--- src/shared/asi_consts.svh ---
`ifndef ASI_CONSTS_SVH
`define ASI_CONSTS_SVH

`define ASI_A_DATA 3'h0
`define ASI_A_IER 3'h1
`define ASI_A_IIR 3'h2
`define ASI_A_MCR 3'h4
`define ASI_A_LSR 3'h5
`define ASI_A_MSR 3'h6
`define ASI_A_SCR 3'h7

`define ASI_IER_RX 0
`define ASI_IER_TX_HOLDING_EMPTY 1
`define ASI_IER_MS 3
`define ASI_MCR_DTR 0
`define ASI_MCR_RTS 1
`define ASI_LSR_DR 0
`define ASI_LSR_OE 1
`define ASI_LSR_FE 3
`define ASI_LSR_TX_HOLDING_EMPTY 5
`define ASI_LSR_TEMT 6

`define ASI_IER_RST 8'h00
`define ASI_MCR_RST 8'h00
`define ASI_SCR_RST 8'h00
`define ASI_PIN_IDLE 18'h3ffff

`define ASI_IIR_NONE 8'h01
`define ASI_IIR_RX 8'h04
`define ASI_IIR_TX_HOLDING_EMPTY 8'h02
`define ASI_IIR_MS 8'h00

`define ASI_BAUD_LAST 16'h0035
`define ASI_OVS_MID 4'h7
`define ASI_OVS_LAST 4'hf
`define ASI_TX_WAIT_LAST 4'h7
`define ASI_TX_HOLDING_EMPTY_AT 4'h7
`define ASI_BIT_LAST 3'h7

`define ASI_CLK_NS 10
`define ASI_CLR_NS 140
`define ASI_MCR_NS 100
`define ASI_MS_NS 170
`define ASI_CLR_CYC (`ASI_CLR_NS / `ASI_CLK_NS)
`define ASI_MCR_CYC (`ASI_MCR_NS / `ASI_CLK_NS)
`define ASI_MS_CYC (`ASI_MS_NS / `ASI_CLK_NS)

`endif

--- src/shared/asi_pkg.sv ---
package asi_pkg;
    typedef logic [7:0] asi_byte_type;
    typedef enum logic [2:0] {
        ASI_RX_IDLE, ASI_RX_START, ASI_RX_DATA, ASI_RX_STOP, ASI_RX_PUSH
    } asi_rx_state_type;
    typedef enum logic [2:0] {
        ASI_TX_IDLE, ASI_TX_WAIT, ASI_TX_START, ASI_TX_DATA, ASI_TX_STOP
    } asi_tx_state_type;
endpackage : asi_pkg

--- src/asi_buf2.sv ---
`timescale 1ns/1ns
`default_nettype none
module asi_buf2 #(
    parameter int WIDTH = 8
) (
    input wire logic clk,
    input wire logic rst_b,
    input wire logic in_valid,
    output logic in_ready,
    input wire logic [WIDTH-1:0] in_data,
    output logic out_valid,
    input wire logic out_ready,
    output logic [WIDTH-1:0] out_data
);
    logic [WIDTH-1:0] mem [2];
    logic [WIDTH-1:0] next_mem [2];
    logic wptr, rptr, next_wptr, next_rptr;
    logic [1:0] cnt, next_cnt;
    logic push, pop;

    assign in_ready = (cnt != 2'h2);
    assign out_valid = (cnt != 2'h0);
    assign out_data = mem[rptr];

    always_comb begin
        push = in_valid && in_ready;
        pop = out_valid && out_ready;
        next_mem = mem;
        next_wptr = wptr;
        next_rptr = rptr;
        if (push) begin
            next_mem[wptr] = in_data;
            next_wptr = !wptr;
        end
        if (pop) begin
            next_rptr = !rptr;
        end
        next_cnt = cnt + {1'b0, push} - {1'b0, pop};
    end

    always_ff @(posedge clk or negedge rst_b) begin
        if (!rst_b) begin
            mem[0] <= '0;
            mem[1] <= '0;
            wptr <= 1'b0;
            rptr <= 1'b0;
            cnt <= 2'h0;
        end else begin
            mem <= next_mem;
            wptr <= next_wptr;
            rptr <= next_rptr;
            cnt <= next_cnt;
        end
    end
endmodule : asi_buf2
`default_nettype wire

--- src/asi_top.sv ---
// Behaviour
// Stop bit sampled raises receive interrupt one baud tick later
// Reading receive buffer or line status drops receive interrupt quickly
// First holding write starts start bit 8 to 24 ticks later
// Holding-empty interrupt rises 8 ticks after stop bit begins
// Writing transmit holding register clears holding-empty interrupt quickly
// Initial holding write raises holding-empty interrupt 16 to 32 ticks later
// Reading interrupt identity clears holding-empty interrupt quickly
// Modem control write updates RTS and DTR within 100 ns
// CTS, DSR or carrier change sets modem interrupt within 170 ns
// Reading modem status clears modem interrupt quickly
// One internal baud tick times both receiver and transmitter
// After reset interrupt identity reads 01, nothing pending
// Interrupt output high while any enabled condition pending
`timescale 1ns/1ns
`default_nettype none
`include "asi_consts.svh"
module asi_top (
    input wire logic clk,
    input wire logic rst_b,
    input wire logic cs_b,
    input wire logic [2:0] addr,
    input wire logic host_read_strobe_n,
    input wire logic host_write_strobe_n,
    input wire asi_pkg::asi_byte_type data_in,
    output asi_pkg::asi_byte_type data_out,
    output logic data_oe,
    input wire logic serial_in,
    output logic serial_out,
    input wire logic cts_n,
    input wire logic dsr_n,
    input wire logic carrier_detect_in_n,
    output logic rts_n,
    output logic dtr_n,
    output logic irq_out
);
    import asi_pkg::*;

    function automatic asi_byte_type asi_iir(input logic [2:0] act);
        if (act[0]) return `ASI_IIR_RX;
        else if (act[1]) return `ASI_IIR_TX_HOLDING_EMPTY;
        else if (act[2]) return `ASI_IIR_MS;
        else return `ASI_IIR_NONE;
    endfunction : asi_iir

    // Every pin except clk and rst_b passes two flops before use
    logic [17:0] sync1, sync2;
    logic cs_s, rd_s, wr_s, rxd_s;
    logic [2:0] addr_s, ms_s;
    asi_byte_type din_s;
    assign {cs_s, rd_s, wr_s, addr_s, din_s, ms_s, rxd_s} = sync2;

    always_ff @(posedge clk or negedge rst_b) begin
        if (!rst_b) begin
            sync1 <= `ASI_PIN_IDLE;
            sync2 <= `ASI_PIN_IDLE;
        end else begin
            sync1 <= {cs_b, host_read_strobe_n, host_write_strobe_n, addr,
                      data_in, cts_n, dsr_n, carrier_detect_in_n, serial_in};
            sync2 <= sync1;
        end
    end

    // Baud tick, 16 per bit
    logic [15:0] div, next_div;
    logic baud_tick, next_tick;
    always_comb begin
        next_tick = (div == `ASI_BAUD_LAST);
        next_div = next_tick ? 16'h0000 : div + 16'h0001;
    end

    // Receiver group
    asi_rx_state_type rx_state, next_rx_state;
    logic [3:0] rx_cnt, next_rx_cnt;
    logic [2:0] rx_idx, next_rx_idx;
    asi_byte_type rx_shift, next_rx_shift;
    logic rx_push, rx_stop_hit, ferr, next_ferr;
    logic buf_ready, buf_valid, buf_pop;
    asi_byte_type buf_data;

    always_comb begin
        next_rx_state = rx_state;
        next_rx_cnt = rx_cnt;
        next_rx_idx = rx_idx;
        next_rx_shift = rx_shift;
        next_ferr = ferr;
        rx_push = 1'b0;
        rx_stop_hit = 1'b0;
        if (baud_tick) begin
            next_rx_cnt = rx_cnt + 4'h1;
            unique case (rx_state)
                ASI_RX_IDLE: begin
                    next_rx_cnt = 4'h0;
                    if (!rxd_s) next_rx_state = ASI_RX_START;
                end
                ASI_RX_START: begin
                    if (rx_cnt == `ASI_OVS_MID) begin
                        next_rx_cnt = 4'h0;
                        next_rx_idx = 3'h0;
                        next_rx_state = rxd_s ? ASI_RX_IDLE : ASI_RX_DATA;
                    end
                end
                ASI_RX_DATA: begin
                    if (rx_cnt == `ASI_OVS_LAST) begin
                        next_rx_shift = {rxd_s, rx_shift[7:1]};
                        next_rx_idx = rx_idx + 3'h1;
                        if (rx_idx == `ASI_BIT_LAST) next_rx_state = ASI_RX_STOP;
                    end
                end
                ASI_RX_STOP: begin
                    if (rx_cnt == `ASI_OVS_LAST) begin
                        rx_stop_hit = 1'b1;
                        next_ferr = ferr | !rxd_s;
                        next_rx_state = ASI_RX_PUSH;
                    end
                end
                ASI_RX_PUSH: begin
                    rx_push = 1'b1;
                    next_rx_state = ASI_RX_IDLE;
                end
            endcase
        end
    end

    // Two words of slack before overrun
    asi_buf2 #(.WIDTH(8)) u_rxbuf (
        .clk(clk),
        .rst_b(rst_b),
        .in_valid(rx_push),
        .in_ready(buf_ready),
        .in_data(rx_shift),
        .out_valid(buf_valid),
        .out_ready(buf_pop),
        .out_data(buf_data)
    );

    // Host strobe edges, taken at the end of each strobe
    logic rd_prev, wr_prev, sel, rd_end, wr_end, wr_thr;
    assign sel = !cs_s;
    assign rd_end = sel && rd_s && !rd_prev;
    assign wr_end = sel && wr_s && !wr_prev;
    assign wr_thr = wr_end && (addr_s == `ASI_A_DATA);
    assign buf_pop = rd_end && (addr_s == `ASI_A_DATA);

    // Transmitter group
    asi_tx_state_type tx_state, next_tx_state;
    logic [3:0] tx_cnt, next_tx_cnt;
    logic [2:0] tx_idx, next_tx_idx;
    asi_byte_type hold, next_hold, tx_shift, next_tx_shift;
    logic hold_full, next_hold_full, next_serial_out, tx_holding_empty_evt;

    always_comb begin
        next_tx_state = tx_state;
        next_tx_cnt = tx_cnt;
        next_tx_idx = tx_idx;
        next_hold = hold;
        next_hold_full = hold_full;
        next_tx_shift = tx_shift;
        next_serial_out = serial_out;
        tx_holding_empty_evt = 1'b0;
        if (baud_tick) begin
            next_tx_cnt = tx_cnt + 4'h1;
            unique case (tx_state)
                ASI_TX_IDLE: begin
                    next_tx_cnt = 4'h0;
                    if (hold_full) next_tx_state = ASI_TX_WAIT;
                end
                ASI_TX_WAIT: begin
                    if (tx_cnt == `ASI_TX_WAIT_LAST) begin
                        next_tx_state = ASI_TX_START;
                        next_tx_cnt = 4'h0;
                        next_tx_shift = hold;
                        next_hold_full = 1'b0;
                        next_serial_out = 1'b0;
                    end
                end
                ASI_TX_START: begin
                    tx_holding_empty_evt = (tx_cnt == `ASI_TX_HOLDING_EMPTY_AT) && !hold_full;
                    if (tx_cnt == `ASI_OVS_LAST) begin
                        next_tx_state = ASI_TX_DATA;
                        next_tx_idx = 3'h0;
                        next_serial_out = tx_shift[0];
                    end
                end
                ASI_TX_DATA: begin
                    if (tx_cnt == `ASI_OVS_LAST) begin
                        next_tx_idx = tx_idx + 3'h1;
                        next_tx_shift = {1'b0, tx_shift[7:1]};
                        next_serial_out = tx_shift[1];
                        if (tx_idx == `ASI_BIT_LAST) begin
                            next_tx_state = ASI_TX_STOP;
                            next_serial_out = 1'b1;
                        end
                    end
                end
                ASI_TX_STOP: begin
                    tx_holding_empty_evt = (tx_cnt == `ASI_TX_HOLDING_EMPTY_AT) && !hold_full;
                    if (tx_cnt == `ASI_OVS_LAST) begin
                        next_tx_state = hold_full ? ASI_TX_START : ASI_TX_IDLE;
                        next_tx_shift = hold;
                        next_hold_full = 1'b0;
                        next_serial_out = !hold_full;
                    end
                end
            endcase
        end
        // A late write overrides a same-cycle transfer: word kept
        if (wr_thr) begin
            next_hold = din_s;
            next_hold_full = 1'b1;
        end
    end

    // Host register and interrupt group
    asi_byte_type ier, next_ier, modem_control_reg, next_mcr, scr, next_scr;
    asi_byte_type next_dout, line_status_reg, modem_status_reg, iir_now;
    logic [2:0] ms_prev, ms_delta, next_ms_delta;
    logic rx_pend, tx_holding_empty_pend, ms_pend, overrun;
    logic next_rx_pend, next_tx_holding_empty_pend, next_overrun, next_irq;
    logic [2:0] act;

    assign ms_pend = |ms_delta;
    assign act = {ms_pend & ier[`ASI_IER_MS], tx_holding_empty_pend & ier[`ASI_IER_TX_HOLDING_EMPTY],
                  rx_pend & ier[`ASI_IER_RX]};
    assign iir_now = asi_iir(act);
    assign line_status_reg = {1'b0, !hold_full && (tx_state == ASI_TX_IDLE), !hold_full,
                  1'b0, ferr, 1'b0, overrun, buf_valid};
    assign modem_status_reg = {!ms_s[0], 1'b0, !ms_s[1], !ms_s[2], ms_delta[0], 1'b0,
                  ms_delta[1], ms_delta[2]};

    always_comb begin
        next_ier = ier;
        next_mcr = modem_control_reg;
        next_scr = scr;
        if (wr_end && addr_s == `ASI_A_IER) next_ier = din_s;
        if (wr_end && addr_s == `ASI_A_MCR) next_mcr = din_s;
        if (wr_end && addr_s == `ASI_A_SCR) next_scr = din_s;
        unique case (addr_s)
            `ASI_A_DATA: next_dout = buf_data;
            `ASI_A_IER: next_dout = ier;
            `ASI_A_IIR: next_dout = iir_now;
            `ASI_A_MCR: next_dout = modem_control_reg;
            `ASI_A_LSR: next_dout = line_status_reg;
            `ASI_A_MSR: next_dout = modem_status_reg;
            `ASI_A_SCR: next_dout = scr;
            default: next_dout = 8'h00;
        endcase
        // Set beats clear on every flag
        next_rx_pend = (rx_pend && !(rd_end && (addr_s == `ASI_A_DATA
            || addr_s == `ASI_A_LSR))) || rx_push;
        next_tx_holding_empty_pend = (tx_holding_empty_pend && !wr_thr
            && !(rd_end && addr_s == `ASI_A_IIR
                 && iir_now == `ASI_IIR_TX_HOLDING_EMPTY)) || tx_holding_empty_evt;
        next_overrun = (overrun && !(rd_end && addr_s == `ASI_A_LSR))
            || (rx_push && !buf_ready);
        next_ms_delta = ((rd_end && addr_s == `ASI_A_MSR) ? 3'h0
            : ms_delta) | (ms_s ^ ms_prev);
        next_irq = |{next_ms_delta & {3{next_ier[`ASI_IER_MS]}},
                     next_tx_holding_empty_pend & next_ier[`ASI_IER_TX_HOLDING_EMPTY],
                     next_rx_pend & next_ier[`ASI_IER_RX]};
    end

    always_ff @(posedge clk or negedge rst_b) begin
        if (!rst_b) begin
            div <= 16'h0000;
            baud_tick <= 1'b0;
            rx_state <= ASI_RX_IDLE;
            rx_cnt <= 4'h0;
            rx_idx <= 3'h0;
            rx_shift <= 8'h00;
            ferr <= 1'b0;
            tx_state <= ASI_TX_IDLE;
            tx_cnt <= 4'h0;
            tx_idx <= 3'h0;
            hold <= 8'h00;
            hold_full <= 1'b0;
            tx_shift <= 8'h00;
            serial_out <= 1'b1;
            rd_prev <= 1'b1;
            wr_prev <= 1'b1;
            ier <= `ASI_IER_RST;
            modem_control_reg <= `ASI_MCR_RST;
            scr <= `ASI_SCR_RST;
            data_out <= 8'h00;
            data_oe <= 1'b0;
            rx_pend <= 1'b0;
            tx_holding_empty_pend <= 1'b0;
            overrun <= 1'b0;
            ms_prev <= 3'h7;
            ms_delta <= 3'h0;
            rts_n <= 1'b1;
            dtr_n <= 1'b1;
            irq_out <= 1'b0;
        end else begin
            div <= next_div;
            baud_tick <= next_tick;
            rx_state <= next_rx_state;
            rx_cnt <= next_rx_cnt;
            rx_idx <= next_rx_idx;
            rx_shift <= next_rx_shift;
            // Set beats clear: a framing error in the clearing cycle stays
            ferr <= (rd_end && addr_s == `ASI_A_LSR) ? (rx_stop_hit && !rxd_s)
                : next_ferr;
            tx_state <= next_tx_state;
            tx_cnt <= next_tx_cnt;
            tx_idx <= next_tx_idx;
            hold <= next_hold;
            hold_full <= next_hold_full;
            tx_shift <= next_tx_shift;
            serial_out <= next_serial_out;
            rd_prev <= rd_s;
            wr_prev <= wr_s;
            ier <= next_ier;
            modem_control_reg <= next_mcr;
            scr <= next_scr;
            data_out <= next_dout;
            data_oe <= sel && !rd_s;
            rx_pend <= next_rx_pend;
            tx_holding_empty_pend <= next_tx_holding_empty_pend;
            overrun <= next_overrun;
            ms_prev <= ms_s;
            ms_delta <= next_ms_delta;
            rts_n <= !next_mcr[`ASI_MCR_RTS];
            dtr_n <= !next_mcr[`ASI_MCR_DTR];
            irq_out <= next_irq;
        end
    end

    // Checking helpers: ticks since the last holding write
    localparam int CLR_CYC = `ASI_CLR_CYC;
    localparam int MS_CYC = `ASI_MS_CYC;
    localparam int TICK_CYC = int'(`ASI_BAUD_LAST) + 1;
    logic [5:0] since_wr;
    always_ff @(posedge clk or negedge rst_b) begin
        if (!rst_b) since_wr <= 6'h3f;
        else if (wr_thr) since_wr <= 6'h00;
        else if (baud_tick && since_wr != 6'h3f) since_wr <= since_wr + 6'h01;
    end
endmodule : asi_top
`default_nettype wire

--- config.mk ---
export PLATFORM = sky130hd
export DESIGN_NAME = asi_top
export DESIGN_NICKNAME = d
export VERILOG_FILES = /design/src/shared/asi_pkg.sv /design/src/asi_buf2.sv /design/src/asi_top.sv
export VERILOG_INCLUDE_DIRS = /design/src /design/src/shared
export SDC_FILE = /design/constraint.sdc
export NUM_CORES = 1
export LEC_CHECK = 0
export ABC_AREA = 1
export BUFFER_PORTS_ARGS = -buffer_cell sky130_fd_sc_hd__buf_2
export CAP_MARGIN = 10
export CORE_ASPECT_RATIO = 1.5
export CORE_MARGIN = 2
export CORE_UTILIZATION = 68
export CTS_BUF_LIST = sky130_fd_sc_hd__clkbuf_2
export DETAILED_ROUTE_END_ITERATION = 6
export GPL_TIMING_DRIVEN = 0
export HOLD_SLACK_MARGIN = 0.02
export PLACE_DENSITY = 0.87
export REMOVE_ABC_BUFFERS = 1
export SYNTH_ARGS = -nofsm -noshare
export SYNTH_HDL_FRONTEND = slang
export SYNTH_SLANG_ARGS = --single-unit
--- constraint.sdc ---
create_clock -name clk -period 3.1 [get_ports clk]
set_input_delay 0.465 -clock clk [delete_from_list [all_inputs] [get_ports clk]]
set_output_delay 0.465 -clock clk [all_outputs]
set_load 0.02 [all_outputs]
==> flow_metrics.py <==
metrics = {
    "finish": {
        "final_area_um2": 7934,
        "regArea_um2": 4234,
        "utilization_pct": 77.85,
        "multi_input_area_um2": 2501,
        "nNetsFinal": 828,
        "final_cells": 953,
        "drive_gt1_share_pct": 22.19,
        "reg_top3": "sync1: 18 flops, sync2: 18 flops",
        "syn_to_final_growth_pct": 10.61,
        "fillers": 639,
    },
    "worst_setup_path": {
        "critPathMaxFanout": 16,
        "slowest_delay_ns": 0.71,
        "worstSetupEndpointType": "flop",
        "r2r_start": "sync2[14]",
        "cp_top_family": "flip-flops",
        "path_common_cell": "nand2_1",
        "cp_slowest_cell": "dfstp_2",
        "path_class": "reg -> reg",
        "reg2reg_to": "modem_control_reg[1]",
        "cp_num_buf_inv": 2,
        "startpoint_type": "flop",
        "worstPathArrival_ns": 2.73,
        "r2r_cells": 5,
        "path_cells": "nand2_1 -> inv_2 -> nand2_1 -> o21ai_0 -> inv_1",
        "r2r_slack_ns": 1.08,
        "required_ns": 3.81,
    },
    "synthesis": {
        "synth_area_leaders": "dfrtp_1 (43%), dfstp_2 (16%), nand2_1 (9.8%), inv_1 (4.4%), o21ai_0 (3.6%)",
        "async_flop_share_pct": 100.0,
        "synthCells": 739,
        "synth_top_area_share_pct": 42.91,
        "yosys_warnings": 0,
        "synth_top_area_cell": "dfrtp_1",
        "synth_seq_area_share_pct": 59.03,
        "synth_flop_cell": "dfrtp_1",
        "synthTopCellsByCount": "nand2_1 (187), dfrtp_1 (123), inv_1 (84)",
        "ys_types": 43,
        "syn_avg_cell_area_um2": 9.707,
        "yosys_register_bits": 167,
        "yosysMostFrequentCell": "nand2_1",
        "synth-edff-count": 0,
        "synth_area_um2": 7173,
    },
    "global_routing": {
        "overflow": 0,
        "grt_max_degree": 110,
        "antenna_found_initial": 1,
        "grt_pass1_vias": 5423,
        "grt_pass1_wl_um": 24100,
        "grt_usage_pct": 27.84,
    },
    "sta": {
        "setup_slack_ns": 1.076,
        "hold_violations": 0,
        "tightestPinTransition_ns": 0.9000,
        "setup_viol": 0,
        "slew_headroom_pct": 39.54,
        "fin_crit_sh_pct": 65.28,
        "fmax_mhz": 494.2,
        "finalCriticalPeriod_ns": 2.024,
        "drv_slew": 0,
        "rsz0062_at_grt": "false",
        "skew_ns": 0.04128,
    },
    "placement": {
        "place_hpwl_um": 9953,
        "portBuffers": 32,
        "routabilityCongestion": 0.9130,
        "dp.cells": 901,
        "dpl-instance-area_um2": 7451,
        "dp_slack_ns": 1.164,
    },
    "floorplan": {
        "die_width_um": 87.86,
        "start_util_pct": 70.39,
        "core-area_um2": 10190,
        "ios": 33,
        "dieArea_um2": 11400,
        "num_rows": 45,
        "die_y_um": 129.8,
    },
    "detailed_routing": {
        "avgViaCountPerCell": 5.634,
        "routed_wirelength_um": 14640,
        "antenna_left": 0,
        "drt_iter0_drc": 406,
        "vias": 5369,
        "drc": 0,
        "dr.pass1.iters": 5,
        "wl_per_cell_um": 15.37,
    },
    "power_and_ir_drop": {
        "p_clk_share_pct": 32.5,
        "pwr-share-seq_pct": 60.3,
        "p_sw_share_pct": 28.26,
        "pwr-share-comb_pct": 7.1,
        "p_leak_uw": 0.003882,
        "p_int_uw": 2866,
        "power_density_nw_per_um2": 503.5,
        "vdd_drop_max_mv": 0.4059,
        "power.switching_uw": 1129,
    },
    "job": {
        "max-cap-violations": 0,
    },
    "clock_tree": {
        "cts_num_sinks": 167,
        "clock_path_buffers": 2,
        "clock_latency_ns": 0.78,
        "cts_resized": 0,
        "ctsHtreeMaxLevel": 4,
        "cts_made_buffers": 17,
        "cts.clk_slew.worst_paths_ns": 0.28,
        "cts_root_buf": "clkbuf_2",
        "cts_tree": "built",
    },
    "hold_path": {
        "hp-class": "in -> async",
    },
    "run_status": {
        "status": "finished, final reports clean",
    },
}
## cell usage in the layout (no fill, tap or decap), types with 15 or more instances in the layout
| cell | netlist | final |
|---|---|---|
| o21ai_0 | 52 | 52 |
| nor2_1 | 50 | 50 |
| xor2_1 | 15 | 15 |
| clkbuf_2 | 0 | 17 |
| o21ai_2 | 23 | 23 |
| nand2_1 | 187 | 187 |
| buf_2 | 4 | 31 |
| nand3_1 | 30 | 30 |
| dlygate4sd3_1 | 0 | 19 |
| a21oi_1 | 15 | 15 |
| dfstp_2 | 44 | 44 |
| inv_1 | 84 | 84 |
| dfrtp_1 | 123 | 123 |
## worst max-delay path by stage
| stage | startpoint | end | slack (ns) | cells after the start |
|---|---|---|---|---|
| 6_report | sync2[14] | modem_control_reg[1] | 1.08 | 5 |
| 5_1_grt | sync2[16] | u_rxbuf.cnt[1] | 0.95 | 8 |
| 4_1_cts | dtr_n | dtr_n | 1.08 | 1 |
| 3_5_place_dp | sync2[14] | modem_control_reg[1] | 1.16 | 5 |
| 3_3_place_gp | rst_b | div[3] | -0.69 | 1 |
| 2_1_floorplan | sync2[14] | u_rxbuf.cnt[1] | 1.38 | 9 |
## area by class of cell
| cell class | count | share of cell area (%) |
|---|---|---|
| tap | 141 | 2.224 |
| multi-input combinational | 468 | 31.53 |
| sequential | 167 | 53.37 |
| timing repair buffer | 52 | 4.842 |
| inverter | 92 | 4.353 |
| clock inverter | 15 | 2.586 |
| antenna | 1 | 0.03154 |
| clock buffer | 17 | 1.072 |
## per-stage QoR
| step | setup TNS [ns] | power, uW | hold slack, ns |
|---|---|---|---|
| 6_report | 0 | 3995 | 0.1509 |
| 3_3_place_gp | -83.89 | 2679 | 0.3454 |
| 2_1_floorplan | 0 | 2572 | 0.1694 |
| 5_1_grt | 0 | 4152 | 0.1616 |
| 3_5_place_dp | 0 | 2705 | 0.3472 |
| 4_1_cts | 0 | 4008 | 0.1379 |
## per-layer routing
layer | vias up | GRT usage [%] | wire, um
li1 | 2475 | - | -
met1 | 2643 | 31.92 | 5551
met2 | 195 | 47.86 | 7778
met3 | 56 | 6.452 | 754
met4 | 0 | 14.93 | 558
met5 | - | 0 | 0
## power by group through the flow
stage / combinational, uW / clock (uW) / sequential [uW]
after floorplan: 124 / 0 / 2450
after global placement: 247 / 0 / 2430
after detailed placement: 264 / 0 / 2440
after CTS: 285 / 1320 / 2410
after global routing: 326 / 1400 / 2420
final: 285 / 1300 / 2410
## logic make-up (layout without fill, tap and decap cells)
kind of cell               Yosys count  count (layout)  share of synthesized area, %
xor gates and xnor gates            18              18                         2.198
adders and majority gates           10              10                         1.744
muxes                                1               1                        0.1395
other                                0               1                             0
DFF                                167             167                         59.03
buffers and inverters              104             176                         6.105
AOI/OAI and AO/OA                  115             115                         9.855
and+or+nand+nor                    324             324                         20.93
## repair_timing
| action | 4_1_cts | 5_1_grt |
|---|---|---|
| endpoints found under the hold margin | 76 | 0 |
| setup buffers | 0 | 0 |
| setup endpoints to repair | 0 | 0 |
| hold buffers | 19 | 0 |
## worst reg2reg max path: stages (launching register included)
cell     delay, ns
dfstp_2       0.71
nand2_1       0.15
inv_2         0.16
nand2_1       0.37
o21ai_0       0.48
inv_1         0.08
Power figures use the tool's default switching activity.
